File: src/rtl/slb_pkg.sv
// package: constants shared by both ends of the link self-test
package slb_pkg;
  // ---------------------------------------------------------------
  // widths and encodings
  // ---------------------------------------------------------------
  localparam int unsigned     PAYLOAD_W   = 16;
  localparam int unsigned     ERR_W       = 16;
  localparam int unsigned     LOCK_N      = 8;      // clean words before lock
  localparam logic [1:0]      SEL_EXT     = 2'h0;   // external pixel clock
  localparam logic [1:0]      SEL_50M     = 2'h1;
  localparam logic [1:0]      SEL_25M     = 2'h2;
  localparam logic [1:0]      SEL_12M     = 2'h3;
  // forward link clock divider per select code, in system clocks per half period
  localparam logic [3:0]      DIV_50M     = 4'h1;
  localparam logic [3:0]      DIV_25M     = 4'h2;
  localparam logic [3:0]      DIV_12M     = 4'h4;
  localparam logic [15:0]     PRBS_SEED   = 16'hace1;
  localparam logic [ERR_W-1:0] ERR_MAX    = {ERR_W{1'b1}};
  // lock wait time at the controller
  localparam int unsigned     CLK_MHZ     = 100;
  localparam int unsigned     LOCK_WAIT_MS = 10;
  localparam int unsigned     LOCK_WAIT_CYC = LOCK_WAIT_MS * 1000 * CLK_MHZ;

  // next prbs word: x^16+x^14+x^13+x^11 lfsr, advanced one bit
  function automatic logic [15:0] prbs_next(input logic [15:0] s);
    prbs_next = {s[14:0], s[15] ^ s[13] ^ s[12] ^ s[10]};
  endfunction

  // clock divider for a select code
  function automatic logic [3:0] sel_div(input logic [1:0] sel);
    case (sel)
      SEL_50M: sel_div = DIV_50M;
      SEL_25M: sel_div = DIV_25M;
      default: sel_div = DIV_12M;
    endcase
  endfunction
endpackage

File: src/rtl/slb_link_if.sv
// interface: serial link between serializer and deserializer ends
`timescale 1ns/1ps
interface slb_link_if;
  logic                          test_cmd;     // back channel: enter test mode
  logic                          link_clk;     // forward link word clock
  logic [slb_pkg::PAYLOAD_W-1:0] link_data;    // forward payload word
  logic                          link_valid;   // payload is test pattern

  modport ser (input test_cmd, output link_clk, output link_data, output link_valid);
  modport des (output test_cmd, input link_clk, input link_data, input link_valid);
endinterface // slb_link_if

File: src/rtl/slb_des.sv
// module: deserializer end, test control and prbs checker
`timescale 1ns/1ps
module slb_des (
  input  wire logic                 clock,
  input  wire logic                 sys_rst,
  slb_link_if.des                   link,
  input  wire logic                 self_test_enable,
  input  wire logic                 power_enable_n,   // high = powered down
  input  wire logic                 mode_sel,         // high for camera
  output logic                      lock,
  output logic                      pass,
  output logic [slb_pkg::ERR_W-1:0] err_count
);
  // ---------------------------------------------------------------
  // synchronisers for pins and link
  // ---------------------------------------------------------------
  logic [1:0] en_s_q, en_s_d, pd_s_q, pd_s_d, lc_s_q, lc_s_d, lv_s_q, lv_s_d;
  logic       lc_prev_q, lc_prev_d;
  logic [slb_pkg::PAYLOAD_W-1:0] ld_s1_q, ld_s2_q;
  always_comb begin
    en_s_d    = {en_s_q[0], self_test_enable};
    pd_s_d    = {pd_s_q[0], power_enable_n};
    lc_s_d    = {lc_s_q[0], link.link_clk};
    lv_s_d    = {lv_s_q[0], link.link_valid};
    lc_prev_d = lc_s_q[1];
  end
  always_ff @(posedge clock) begin
    if (sys_rst) begin
      en_s_q <= 2'h0; pd_s_q <= 2'h0; lc_s_q <= 2'h0; lv_s_q <= 2'h0;
      lc_prev_q <= 1'b0;
      ld_s1_q <= '0;
      ld_s2_q <= '0;
    end else begin
      en_s_q <= en_s_d; pd_s_q <= pd_s_d; lc_s_q <= lc_s_d; lv_s_q <= lv_s_d;
      lc_prev_q <= lc_prev_d;
      ld_s1_q <= link.link_data;
      ld_s2_q <= ld_s1_q;
    end
  end

  // ---------------------------------------------------------------
  // session state, lock, checker, pass flag
  // ---------------------------------------------------------------
  typedef enum logic [1:0] {ST_IDLE, ST_WAIT_LOCK, ST_RUN} slb_state_t;
  slb_state_t                st_q, st_d;
  logic [3:0]                good_q, good_d;
  logic                      lock_q, lock_d, pass_q, pass_d, pd_prev_q, pd_prev_d;
  logic [15:0]               exp_q, exp_d;
  logic [slb_pkg::ERR_W-1:0] cnt_q, cnt_d;
  logic                      word, en, bad;
  always_comb begin
    en     = en_s_q[1] & mode_sel;
    word   = lc_s_q[1] & ~lc_prev_q & lv_s_q[1];      // word arrives on link clock rise
    bad    = word && (ld_s2_q != exp_q);
    st_d   = st_q;
    good_d = good_q;
    lock_d = lock_q;
    exp_d  = exp_q;
    cnt_d  = cnt_q;
    pass_d = pass_q;
    pd_prev_d = pd_s_q[1];
    case (st_q)
      ST_IDLE: begin
        good_d = 4'h0;
        lock_d = 1'b0;
        exp_d  = slb_pkg::PRBS_SEED;
        if (en) st_d = ST_WAIT_LOCK;
      end
      ST_WAIT_LOCK: begin
        if (!en) st_d = ST_IDLE;
        else if (word) begin
          exp_d  = slb_pkg::prbs_next(ld_s2_q);
          good_d = (ld_s2_q == exp_q) ? good_q + 4'h1 : 4'h0;
          if (good_q + 4'h1 >= 4'(slb_pkg::LOCK_N)) begin
            lock_d = 1'b1;
            st_d   = ST_RUN;
            cnt_d  = '0;
            pass_d = 1'b1;                            // new session starts clean
          end
        end
      end
      ST_RUN: begin
        if (!en) st_d = ST_IDLE;
        else if (word) begin
          exp_d = slb_pkg::prbs_next(exp_q);
          if (bad && cnt_q != slb_pkg::ERR_MAX) cnt_d = cnt_q + 1'b1;
        end
      end
      default: st_d = ST_IDLE;
    endcase
    // result sticks low once a failure is seen in session
    if (st_q == ST_RUN && en && bad) pass_d = 1'b0;
    if (pd_prev_q && !pd_s_q[1]) pass_d = 1'b1;
  end
  always_ff @(posedge clock) begin
    if (sys_rst) begin
      st_q <= ST_IDLE;
      good_q <= 4'h0;
      lock_q <= 1'b0;
      pass_q <= 1'b1;
      pd_prev_q <= 1'b0;
      exp_q <= slb_pkg::PRBS_SEED;
      cnt_q <= '0;
    end else begin
      st_q <= st_d;
      good_q <= good_d;
      lock_q <= lock_d;
      pass_q <= pass_d;
      pd_prev_q <= pd_prev_d;
      exp_q <= exp_d;
      cnt_q <= cnt_d;
    end
  end
  // live failure pulse: one clock low per failing word
  logic fail_pulse_q, fail_pulse_d;
  always_comb fail_pulse_d = (st_q == ST_RUN) && en && bad;
  always_ff @(posedge clock) begin
    if (sys_rst) fail_pulse_q <= 1'b0;
    else         fail_pulse_q <= fail_pulse_d;
  end
  assign link.test_cmd = en;
  assign lock      = lock_q;
  assign pass      = (st_q == ST_RUN) ? ~fail_pulse_q : pass_q;
  assign err_count = cnt_q;
endmodule // slb_des

File: src/flat_wrapper.sv
// flat-port wrapper written by rule: the top's interface ports become plain ports
module slb_des_flat 
  (clock, sys_rst, self_test_enable, power_enable_n, mode_sel, lock, pass, err_count, link_test_cmd, link_link_clk, link_link_data, link_link_valid);
  slb_link_if link_i ();
  input  wire logic clock;
  input  wire logic sys_rst;
  input  wire logic self_test_enable;
  input  wire logic power_enable_n;
  input  wire logic mode_sel;
  output logic lock;
  output logic pass;
  output logic [slb_pkg::ERR_W-1:0] err_count;
  output wire logic [$bits(link_i.test_cmd)-1:0] link_test_cmd;
  input wire logic [$bits(link_i.link_clk)-1:0] link_link_clk;
  input wire logic [$bits(link_i.link_data)-1:0] link_link_data;
  input wire logic [$bits(link_i.link_valid)-1:0] link_link_valid;
  assign link_test_cmd = link_i.test_cmd;
  assign link_i.link_clk = link_link_clk;
  assign link_i.link_data = link_link_data;
  assign link_i.link_valid = link_link_valid;
  slb_des u_core (.clock(clock), .sys_rst(sys_rst), .link(link_i), .self_test_enable(self_test_enable), .power_enable_n(power_enable_n), .mode_sel(mode_sel), .lock(lock), .pass(pass), .err_count(err_count));
endmodule
File: config.mk
export PLATFORM = sky130hd
export DESIGN_NAME = slb_des_flat
export DESIGN_NICKNAME = d
export VERILOG_FILES = /design/src/rtl/slb_pkg.sv /design/src/rtl/slb_link_if.sv /design/src/rtl/slb_des.sv /design/src/flat_wrapper.sv
export SDC_FILE = /design/constraint.sdc
export NUM_CORES = 1
export LEC_CHECK = 0
export BUFFER_PORTS_ARGS = -buffer_cell sky130_fd_sc_hd__buf_2
export CAP_MARGIN = 20
export CELL_PAD_IN_SITES_DETAIL_PLACEMENT = 1
export CELL_PAD_IN_SITES_GLOBAL_PLACEMENT = 1
export CORE_MARGIN = 4
export CORE_UTILIZATION = 28
export CTS_BUF_LIST = sky130_fd_sc_hd__clkbuf_8
export DETAILED_ROUTE_END_ITERATION = 8
export GPL_ROUTABILITY_DRIVEN = 0
export PLACE_DENSITY = 0.59
export SLEW_MARGIN = 20
export SYNTH_ARGS = -nofsm -noshare
export SYNTH_HDL_FRONTEND = slang
export SYNTH_SLANG_ARGS = --single-unit
File: constraint.sdc
create_clock -name clock -period 5.5 [get_ports clock]
set_clock_uncertainty 0.15 [all_clocks]
set_input_delay 0.275 -clock clock [delete_from_list [all_inputs] [get_ports clock]]
set_output_delay 0.275 -clock clock [all_outputs]
set_load 0.01 [all_outputs]
; After elaboration in Yosys (flattened, before gate mapping)
; Cells that the tools add are included.
[totals]
regBits = 83
latchBits = 0
mem_bits_rw = 0
mem_bits_ro = 0
input_bits = 23
wordCells = 94
memories = 0
[classes]
n_addsub = 2
multipliers = 0
div = 0
magnitude_cmp = 1
n_eq_ne = 15
n_shift = 0
n_mux = 29
n_bitwise = 11
n_reduce_logical = 21
[op_table]
columns = operator, count
row1 = two-way mux 16 bit, 10
row2 = case mux 16 bit (3 select lines), 1
row3 = case mux 16 bit (2 select lines), 1
row4 = adder 16 x 1 -> 16 bit (second input constant), 1
row5 = equality test 16 bit, 1
row6 = inequality test 16 bit, 1
row7 = inequality test 16 bit (second input constant), 1
row8 = inequality test 2 x 1 -> 1 bit (second input constant), 7
row9 = two-way mux 4 bit, 3
row10 = AND reduction 4 bit, 3
row11 = nonzero test 2 bit, 6
row12 = two-way mux 2 bit, 5
row13 = case mux 4 bit (2 select lines), 1
row14 = AND reduction 7 bit, 1
row15 = two-way mux 1 bit, 6
row16 = case mux 2 bit (3 select lines), 1
row17 = bitwise XOR 1 bit, 6
row18 = logical AND 1 bit, 5
row19 = AND reduction 5 bit, 1
row20 = adder 4 x 1 -> 4 bit (second input constant), 1
row21 = >= comparator 4 bit (second input constant), 1
row22 = AND 1 bit, 3
row23 = inequality test 3 x 2 -> 1 bit (second input constant), 1
row24 = inequality test 3 bit (second input constant), 1
row25 = 10 further kinds, 11

; Logic depth before layout (Yosys ltp)
; Gate-level depths: netlist of the first run.
[logic_depth]
word_depth = 9
mapped_depth = 9
depth_no_buf = 8

; Worst setup path after synthesis of the first run
; OpenSTA, ideal clock, no wires.
[synth_path]
path_type = register to register
startpoint = register u_core.cnt_q (netlist bit u_core.err_count[0])
endpoint = register u_core.cnt_q (netlist bit u_core.err_count[6])
setup_ps = 101
t_arrival_ps = 1895
slack_ps = 3354
path_stages_with_launch = 9
path_buffers = 1
cell_sequence = dfxtp_1 > ha_1 > nand3_1 > nor3_4 > nand2_2 > a311oi_2 > buf_6 > o21ai_0 > o41ai_1
[synth_between]
elab_chain_cells = 5
word_cells_on_any_way = 9
[synth_rtl]
columns = element, line_no
row1 = start: declaration, slb_des.sv:49  ; logic [slb_pkg::ERR_W-1:0] cnt_q, cnt_d;
row2 = start signal: assignment, slb_des.sv:111  ; cnt_q <= cnt_d;
row3 = adder 16 x 1 -> 16 bit, slb_des.sv:86  ; if (bad && cnt_q != slb_pkg::ERR_MAX) cnt_d = cnt_q + 1'b1;
row4 = two-way mux 16 bit, slb_des.sv:86
row5 = two-way mux 16 bit, slb_des.sv:84  ; else if (word) begin
row6 = two-way mux 16 bit, slb_des.sv:83  ; if (!en) st_d = ST_IDLE;
row7 = case mux 16 bit (2 select lines), slb_des.sv:62  ; case (st_q)
; Parallel ways exist; a longest one is shown, timed or not. The select of a mux whose other input is x is not followed.
; A chain may end at the register's enable or synchronous reset.

; Final worst setup path of the first run
[layout_path]
startpoint = register u_core.st_q[1]
endpoint = register u_core.cnt_q (netlist bit u_core.err_count[6])
[layout_between]
elab_chain_cells = 3
word_cells_on_any_way = 11
[layout_rtl]
columns = element, line_no
row1 = start: declaration, slb_des.sv:45  ; slb_state_t st_q, st_d;
row2 = start signal: assignment, slb_des.sv:105  ; st_q <= st_d;
row3 = equality test 2 bit / equality test 2 x 1 -> 1 bit (equally long branches), slb_des.sv:62
row4 = inequality test 2 x 1 -> 1 bit (no line) / nonzero test 2 bit (equally long branches), -
row5 = AND reduction 7 bit (no line), -
; Parallel ways exist; a longest one is shown, timed or not.

==> impl_results.md, run 1 <==
- Post-Synthesis Cells: 369
- N_diodes: 0
- Largest net degree at the start of global routing: 71
- Die area: 14100 um2
- Multi-input gate area: 1680 um2
- Worst path slowest cell: ha_1
- RSZ-0062 raised after global routing: false
- Setup crit end kind: register
- # IOs: 42
- Class of the worst hold path: input pin to register
- Tot GR Track Use: 12.6%
- Max Cap Viol: 0
- Yosys cell types: 48
- Remaining DRCs: 0
- Initial antenna violation count: 0
- Die height: 119 um
- Number of global-route vias before repair: 2830
- Power per cell area: 279 nW/um2
- Fin Hold WS: 0.244 ns
- Critical Path RT: 5.60 ns
- Count leader, synth: dfxtp_1
- Synth Area in Compound Gates: 18.0%
- Slew Limit Fails: 0
- XOR/XNOR share of the synthesized area: 5.87%
- PostCTS Resize Cnt: 0
- Highest routed layer: met4
- Top cell type's share of synthesized area: 48.4%
- # setup viols final: 0
- Tmin final: 3.38 ns
- PortBufs: 41
- Grt ovf: 0
- CTS tree: yes
- Synth Area in Adders: 2.19%
- Fraction of layout cells with a size suffix above 1: 15.2%
- Highest Clock Rate: 296 MHz
- Clk Tree Root Cell: clkbuf_8
- WL met1: 4240 um
- Status: complete, no violations
- Placed inst area: 3750 um2
- DR WL met3: 272 um
- Ys async rst share: 0%
- Sink Count: 83
- P&R area growth vs syn: 21.5%
- Worst slew margin: 30.6%
- Slew @ Worst Pin: 1.04 ns
- H-tree Lvls: 3
- Max FO, Critical Path: 25
- Most used flip-flop cell after synthesis: dfxtp_1
- Worst skew pair latency: 0.36 ns
- Post-synthesis mux area share: 0%
- WL/cell: 14.8 um
- Core area: 12000 um2
- Via Count: 2790
- Hpwl dp: 5560 um
- Area leader, netlist: dfxtp_1
- Syn. warnings: 0
- Flops & latches, synth: 83
- CTS Buf Count: 9
- Final ANT Viol Nets: 0
- Total Wirelength: 8510 um
- Fill cells: 1404
- Clock-pin slew on the worst setup and hold paths: 0.08 ns
- Worst-path cell chain: ha_1 > nor2b_1 > nand3_1 > a221oi_2 > nand2_1 > o41ai_1
- Die span in x: 119 um
- Reg area: 1660 um2
- Largest family of logic cells by synthesized area: simple AND/OR/NAND/NOR gates
- Synthesized Nets: 398
- Design Area, Final: 4170 um2
- Seq/Total Area, Yosys: 48.4%
- Row Count: 40
- Initial DRC count: 154
- Mapped Avg Cell Area: 9.30 um2
- Number of detailed-route iterations in the first pass: 4
- Via density: 4.85
- CP Class: register to register
- First-pass GRT wire length: 14300 um
- Fin crit share: 61.5%
- Maximum VDD drop: 0.000152 V
- Clock buffer depth: 2
- Critical Path Start Type: register
- Synth top cells by count: 83 x dfxtp_1, 43 x nor2b_1, 27 x a21oi_1
- Top cells by area, synth: dfxtp_1 48%, nor2b_1 7.8%, xor2_1 4.8%, a21oi_1 3.9%, nand3_1 3.1%
- Post-layout nets: 452
- Mapped cell area: 3430 um2
- Met2 WL: 3810 um
- Final hold viol count: 0
- Synth Area in Simple Gates: 22.5%
- Crit path arrival time: 3.49 ns
- CP peak stage delay: 0.85 ns
- Leak Pwr: 1.66 nW
- Setup Total Neg Slack: 0 ns
- Initial Util: 28.6%
- EDFF count, synth: 0
[worst max-delay path: cells and delay by family, from the launching register on]
| family | cells | cell delay (ns) |
|---|---|---|
| simple gates | 3 | 1.04 |
| flops | 1 | 0.41 |
| fa+ha+maj | 1 | 0.85 |
| compound gates | 2 | 0.81 |
[report_power, final]
part           switching, W  internal [W]
Combinational     0.0000312     0.0000337
Clock              0.000224      0.000251
Sequential       0.00000883      0.000617
[placed cells by master (no fill, tap or decap), types with 2 or more instances in the layout]
cell type      instances
a211o_1                8
a21o_1                 2
a21oi_1               27
a22o_1                 8
a22oi_1                9
a31oi_1                3
and2_1                 2
and3_1                 4
buf_2                 41
buf_4                  2
bufinv_16              2
clkbuf_8               9
clkinvlp_4             2
dfxtp_1               83
dlygate4sd3_1         20
ha_1                   6
inv_1                  8
nand2_1               23
nand2b_1               2
nand3_1               21
nand4_1                3
nor2_1                21
nor2b_1               43
nor3_1                 5
nor4_1                 5
o21ai_0               18
o31ai_1                7
xnor2_1                4
xor2_1                19
[stage by stage]
stage | power (W) | std cells | setup slack [ns] | util [%]
after floorplan | 0.000675 | 369 | 3.35 | -
after global placement | 0.000693 | 539 | 2.16 | 31.2
after detailed placement | 0.000694 | 539 | 2.16 | 31.2
after CTS | 0.00118 | 575 | 2.12 | 34.6
after global routing | 0.00122 | 575 | 1.76 | 34.7
final | 0.00117 | 575 | 2.12 | 34.7
[final timing paths]
kind                                      from                               end  slack (ns)  depth (start not counted)
hold / removal                        mode_sel       u_core.st_q[0]$_SDFFE_PP0P_        0.24                          5
hold reg to reg   u_core.ld_s1_q[7]$_SDFF_PP0_      u_core.ld_s2_q[7]$_SDFF_PP0_        0.28                          1
setup reg to reg   u_core.st_q[1]$_SDFFE_PP0P_  u_core.err_count[6]$_SDFFE_PP0P_        2.12                          6
setup / recovery   u_core.st_q[1]$_SDFFE_PP0P_  u_core.err_count[6]$_SDFFE_PP0P_        2.12                          6
[cell families (layout without fill, tap and decap cells)]
kind of cell               count (synthesis)  after routing
DFF                                       83             83
adders and majority gates                  6              6
buffers and inverters                     25             84
AOI/OAI and AO/OA                         92             92
xor gates and xnor gates                  23             23
and+or+nand+nor                          140            140
[sequential cells by signal, summed over array words and instances (netlist names)]
| name | cells |
|---|---|
| u_core.err_count | 16 |
| u_core.exp_q | 16 |
| u_core.lv_s_q | 2 |
| u_core.pass_q | 1 |
| u_core.lc_s_q | 2 |
| u_core.en_s_q | 2 |
| u_core.fail_pulse_q | 1 |
| u_core.lc_prev_q | 1 |
| u_core.st_q | 2 |
| u_core.pd_s_q | 2 |
| u_core.pd_prev_q | 1 |
| u_core.lock | 1 |
| u_core.good_q | 4 |
| u_core.ld_s2_q | 16 |
| u_core.ld_s1_q | 16 |
[what timing repair did]
| item | in CTS | in global routing |
|---|---|---|
| endpoints found under the hold margin | 20 | 0 |
| buffers inserted | 0 | 0 |
| hold buffers | 20 | 0 |
[area by class of cell]
type | count | share of cell area (%)
clock buffers | 9 | 2.97
clock inverters | 7 | 2.07
flip-flops and latches | 83 | 39.8
well taps | 147 | 4.41
repair buffers | 63 | 10.1
inverters | 5 | 0.450
multi-input cells | 261 | 40.2
[layer usage]
metal | up-vias | GRT usage (%)
li1 | 1403 | -
met4 | 0 | 6.59
met3 | 14 | 2.39
met1 | 1330 | 17.0
met5 | - | 0
met2 | 43 | 19.1
Note: power is estimated with default switching activity, not from simulation.
==> inputs of run 2 (changes only) <==
Settings changed: PLACE_DENSITY 0.59 to 0.61.
Clock period 5.5 ns to 2.8 ns, I/O delays scaled along.
==> impl_results.md, run 2 (synthesis gave the netlist of run 1 again) <==
- Status: complete, no violations
- Setup Total Neg Slack: 0 ns
- Sequential power share: 54.3%
- Grt ovf: 0
- P&R area growth vs syn: 23.0%
- Clock buffer depth: 2
- Worst r2r path cells: 8
- N_diodes: 0
- Post-layout nets: 461
- Class of the worst hold path: input pin to register
- Fin crit share: 84.0%
- Die area: 14100 um2
- WL/cell: 14.2 um
- Clock Power Share: 40.0%
- Power share of the combinational group: 5.7%
- Hpwl dp: 5630 um
- Most frequent cells in the layout: 83 x dfxtp_1, 43 x nor2b_1, 41 x buf_2
- Max Cap Viol: 0
- Worst slew margin: 53.4%
- Max FO, Critical Path: 15
- Largest net degree at the start of global routing: 70
- # setup viols final: 0
- Number of global-route vias before repair: 2824
- CTS Buf Count: 9
- Switching power: 0.000494 W
- Worst setup path end: u_core.err_count[6]$_SDFFE_PP0P_
- Crit Reg-Reg Startpoint: u_core.err_count[0]$_SDFFE_PP0P_
- Die span in x: 119 um
- Critical Path RT: 2.90 ns
- Slew @ Worst Pin: 0.699 ns
- Clock-pin slew on the worst setup and hold paths: 0.08 ns
- Highest Clock Rate: 425 MHz
- Setup crit end kind: register
- Sink Count: 83
- Core Util, Final: 35.1%
- Most common cell after layout, fill and taps aside: dfxtp_1
- Total Wirelength: 8260 um
- # IOs: 42
- Post-route insts no fill: 582
- Row Count: 40
- H-tree Lvls: 3
- PortBufs: 41
- Worst skew pair latency: 0.35 ns
- Leak Pwr: 1.70 nW
- Power per cell area: 537 nW/um2
- RSZ-0062 raised after global routing: false
- Pint: 0.00177 W
- Tmin final: 2.35 ns
- PostCTS Resize Cnt: 0
- Via density: 4.76
- RR Endpoint: u_core.err_count[6]$_SDFFE_PP0P_
- First-pass GRT wire length: 14100 um
- CP Class: register to register
- Slew Limit Fails: 0
- Maximum VDD drop: 0.000216 V
- CP startpoint: u_core.err_count[0]$_SDFFE_PP0P_
- Fraction of layout cells with a size suffix above 1: 17.0%
- Fill cells: 1392
- CTS tree: yes
- Switch share: 21.8%
- Crit path arrival time: 2.45 ns
- Clk Tree Root Cell: clkbuf_8
- Inst Count DP: 548
- Core area: 12000 um2
- Number of detailed-route iterations in the first pass: 4
- Initial DRC count: 117
- Die height: 119 um
- Final hold viol count: 0
- Tot GR Track Use: 12.3%
- Remaining DRCs: 0
- Final ANT Viol Nets: 0
- Critical Path Start Type: register
- Via Count: 2773
- Initial Util: 28.6%
- Initial antenna violation count: 0
- Reg-to-reg setup timing slack: 0.45 ns
==> run 2: cell types whose count changed in the layout (fill, tap and decap cells not counted) <==
cell / before / now
a311oi_2: 0 / 1
a311oi_4: 1 / 0
buf_4: 2 / 11
clkinvlp_4: 2 / 1
inv_1: 8 / 6
inv_6: 0 / 1
==> run 2: how the worst min path moves through the flow <==
stage	startpoint	to	slack, ns	depth (start not counted)
after global routing	mode_sel	u_core.st_q[0]$_SDFFE_PP0P_	0.14	5
after floorplan	self_test_enable	u_core.en_s_q[0]$_SDFF_PP0_	0.12	1
after global placement	link_link_data[3]	u_core.ld_s1_q[3]$_SDFF_PP0_	0.20	2
after detailed placement	link_link_data[10]	u_core.ld_s1_q[10]$_SDFF_PP0_	0.21	2
final	mode_sel	u_core.st_q[0]$_SDFFE_PP0P_	0.12	5
after CTS	mode_sel	u_core.st_q[0]$_SDFFE_PP0P_	0.1	5
==> run 2: area by class of cell <==
type                       instances  area (um2)  share of cell area [%]
clock inverter                     5        80.1                    1.90
multi-input combinational        261        1670                    39.4
clock buffer                       9         124                    2.93
tap                              147         184                    4.36
sequential                        83        1660                    39.4
inverter                           5        18.8                   0.445
timing repair buffer              72         488                    11.6
==> run 2: layer usage <==
metal  vias up  GRT usage (%)  part of all wire (%)
met2        39           18.4                    44
met1      1308           17.1                    51
met4         0           6.44                   2.1
met5         -              0                     0
met3         8           1.72                   2.2
li1       1418              -                     -
==> run 2: per-stage QoR <==
step	hold slack [ns]	total power (W)	cell area [um2]	setup slack [ns]
3_5_place_dp	0.205	0.00137	3820	0.473
2_1_floorplan	0.118	0.00133	3430	0.654
4_1_cts	0.0979	0.00231	4220	0.455
3_3_place_gp	0.197	0.00136	3820	0.519
5_1_grt	0.142	0.00236	4220	0.186
6_report	0.118	0.00227	4220	0.448
==> run 2: worst max-delay path, cell delays in order (launching register included) <==
cell      delay (ns)
dfxtp_1         0.41
ha_1            0.22
nand3_1         0.25
nor3_4          0.40
nand2_2         0.11
a311oi_2        0.27
buf_4           0.25
o21ai_0         0.12
o41ai_1         0.08
==> run 2: power by group through the flow <==
stage / combinational (W) / sequential, W / clock, W
after floorplan: 0.0000739 / 0.00125 / 0
after global placement: 0.000106 / 0.00126 / 0
after detailed placement: 0.000110 / 0.00126 / 0
after CTS: 0.000131 / 0.00123 / 0.000945
after global routing: 0.000145 / 0.00123 / 0.000982
final: 0.000130 / 0.00123 / 0.000907
==> run 2: timing repair <==
action / CTS / global route
buffers inserted: 0 / 0
hold buffers: 20 / 0
hold endpoints to repair: 20 / 0
endpoints found under the setup margin: 0 / 0
==> inputs of run 3 (changes only) <==
Settings changed: ABC_AREA set to 1, PLACE_DENSITY 0.61 to 0.64.
Clock period 2.8 ns to 1.88 ns, I/O delays scaled along.
==> impl_results.md, run 3 <==
- Slew Limit Fails: 0
- Post-route insts no fill: 823
- Critical Path RT: 1.64 ns
- Most frequent cells in the layout: 110 x nand2_1, 91 x inv_1, 81 x nor2_1
- Row Count: 42
- Tmin final: 1.78 ns
- Number of detailed-route iterations in the first pass: 4
- Flops & latches, synth: 83
- Worst r2r path cells: 10
- Sink Count: 83
- Switching power: 0.00104 W
- CP Class: register to primary output
- Clock-pin slew on the worst setup and hold paths: 0.08 ns
- Clock Power Share: 33.5%
- Worst-path cell chain: inv_1 > ha_2 > clkinv_2 > buf_8 > o21ai_2 > buf_2
- Hold Path Sink: u_core.st_q[1]$_SDFFE_PP0P_
- CTS Buf Count: 9
- First-pass GRT wire length: 17500 um
- Total Wirelength: 10300 um
- Count leader, synth: nand2_1
- Worst path slowest cell: dfxtp_2
- Synth top cells by count: 114 x nand2_1, 89 x inv_1, 88 x nor2_1
- # setup viols final: 0
- Power per cell area: 735 nW/um2
- Critical Path Start Type: register
- Post-layout nets: 671
- Number of global-route vias before repair: 3827
- Initial DRC count: 146
- Synthesized Nets: 581
- Slew @ Worst Pin: 0.326 ns
- Post-Synthesis Cells: 552
- Switch share: 27.7%
- Most used flip-flop cell after synthesis: dfxtp_1
- Leak Pwr: 2.33 nW
- Core area: 13300 um2
- Inst Count DP: 775
- EDFF count, synth: 0
- Hold Crit Depth: 5
- N_diodes: 0
- Syn. warnings: 0
- Clk Tree Root Cell: clkbuf_8
- Final hold viol count: 0
- Hpwl dp: 7000 um
- RR Endpoint: u_core.err_count[10]$_SDFFE_PP0P_
- Highest routed layer: met4
- Via Count: 3733
- Initial antenna violation count: 0
- Ys async rst share: 0%
- CTS tree: yes
- Met2 WL: 4850 um
- CP top delay family: buffers and inverters
- WL met1: 4920 um
- WL/cell: 12.5 um
- Die area: 15700 um2
- Status: complete, no violations
- Fin crit share: 94.7%
- Crit Reg-Reg Startpoint: u_core.st_q[0]$_SDFFE_PP0P_
- Yosys cell types: 32
- PortBufs: 41
- DR WL met3: 323 um
- Die height: 125 um
- Mapped Avg Cell Area: 6.98 um2
- Crit path arrival time: 1.54 ns
- Final ANT Viol Nets: 0
- Largest net degree at the start of global routing: 31
- H-tree Lvls: 3
- Reg-to-reg setup timing slack: 0.12 ns
- Max Cap Viol: 0
- Die span in x: 125 um
- Grt ovf: 0
- Most common cell after layout, fill and taps aside: nand2_1
- Worst Hold Launch: mode_sel
- Fraction of layout cells with a size suffix above 1: 24.1%
- Maximum VDD drop: 0.000389 V
- Mapped cell area: 3850 um2
- P&R area growth vs syn: 32.2%
- Pint: 0.00271 W
- Seq/Total Area, Yosys: 43.1%
- Max FO, Critical Path: 10
- Initial Util: 28.9%
- Highest Clock Rate: 562 MHz
- Tot GR Track Use: 13.5%
- # IOs: 42
- Class of the worst hold path: input pin to register
- Via density: 4.54
- Fin Hold WS: 0.100 ns
- Crit path buf inv count: 4
- Area leader, netlist: dfxtp_1
- Worst skew pair latency: 0.37 ns
- Power share of the combinational group: 16.0%
- Top cells by area, synth: dfxtp_1 43%, nand2_1 11%, inv_1 8.7%, nor2_1 8.6%, a21oi_1 5.3%
- Top cell type's share of synthesized area: 43.1%
- Setup crit end kind: primary output
- CP peak stage delay: 0.34 ns
- Clock buffer depth: 2
- Remaining DRCs: 0
- Sequential power share: 50.5%
- Worst slew margin: 78.3%
[run 3: per-layer routing]
| metal | track usage [%] | vias up |
|---|---|---|
| met5 | 0 | - |
| met3 | 2.77 | 13 |
| met2 | 21.9 | 47 |
| met1 | 17.1 | 1765 |
| met4 | 6.63 | 0 |
| li1 | - | 1908 |
[run 3: how the worst max path moves through the flow]
| stage | cells past startpoint | end | slack [ns] | start |
|---|---|---|---|---|
| 3_5_place_dp | 13 | u_core.err_count[15]$_SDFFE_PP0P_ | 0.01 | u_core.ld_s2_q[6]$_SDFF_PP0_ |
| 2_1_floorplan | 9 | u_core.exp_q[14]$_SDFFE_PP0P_ | 0.06 | u_core.st_q[1]$_SDFFE_PP0P_ |
| 6_report | 6 | pass | 0.1 | u_core.st_q[0]$_SDFFE_PP0P_ |
| 3_3_place_gp | 12 | u_core.err_count[11]$_SDFFE_PP0P_ | 0.09 | u_core.ld_s2_q[6]$_SDFF_PP0_ |
| 5_1_grt | 8 | u_core.st_q[0]$_SDFFE_PP0P_ | -0.04 | u_core.good_q[0]$_SDFFE_PP0P_ |
| 4_1_cts | 10 | u_core.err_count[15]$_SDFFE_PP0P_ | 0.008 | u_core.err_count[1]$_SDFFE_PP0P_ |
[run 3: cell families (layout without fill, tap and decap cells)]
kind of cell / count (synthesis) / in the layout / synth area share [%]
xor gates and xnor gates: 7 / 7 / 1.59
buffers and inverters: 115 / 210 / 11.8
AOI/OAI and AO/OA: 88 / 88 / 14.7
and+or+nand+nor: 253 / 253 / 26.8
adders and majority gates: 6 / 6 / 1.95
DFF: 83 / 83 / 43.1
[run 3: worst reg2reg max path, cell delays in order, from the launching register on]
cell       delay [ns]
dfxtp_2          0.34
inv_1            0.10
ha_2             0.21
clkinv_2         0.10
nand2_1          0.16
o211ai_1         0.12
inv_2            0.13
clkbuf_16        0.19
nand3_1          0.08
nand2_1          0.06
nor2_1           0.04
[run 3: power groups by stage]
stage	logic [W]	clock network, W	registers, W
4_1_cts	0.000586	0.00133	0.00189
3_3_place_gp	0.000526	0	0.00193
5_1_grt	0.000686	0.00139	0.00190
6_report	0.000599	0.00125	0.00189
3_5_place_dp	0.000541	0	0.00193
2_1_floorplan	0.000370	0	0.00192
[run 3: layout make-up]
class	count	area, um2
clock buffers	9	124
clock inverters	7	62.6
multi-input cells	354	1810
well taps	176	220
repair buffers	101	822
flip-flops and latches	83	1700
fillers	1679	8260
inverters	93	353
[run 3: what timing repair did]
item	CTS	global route
buffers inserted	0	3
gates resized for setup	5	52
pin swaps	0	9
cloned	0	3
endpoints found under the hold margin	22	0
hold buffers	26	0
setup endpoints to repair	2	30
[run 3: through the flow]
stage / area (um2) / power [W] / setup TNS, ns / setup slack [ns] / util [%]
after floorplan: 3850 / 0.00229 / 0 / 0.0629 / -
after global placement: 4420 / 0.00245 / 0 / 0.0860 / 33.1
after detailed placement: 4420 / 0.00247 / 0 / 0.0113 / 33.1
after CTS: 4880 / 0.00381 / 0 / 0.00752 / 36.5
after global routing: 5090 / 0.00398 / -0.166 / -0.0426 / 38.2
final: 5090 / 0.00374 / 0 / 0.0995 / 38.2
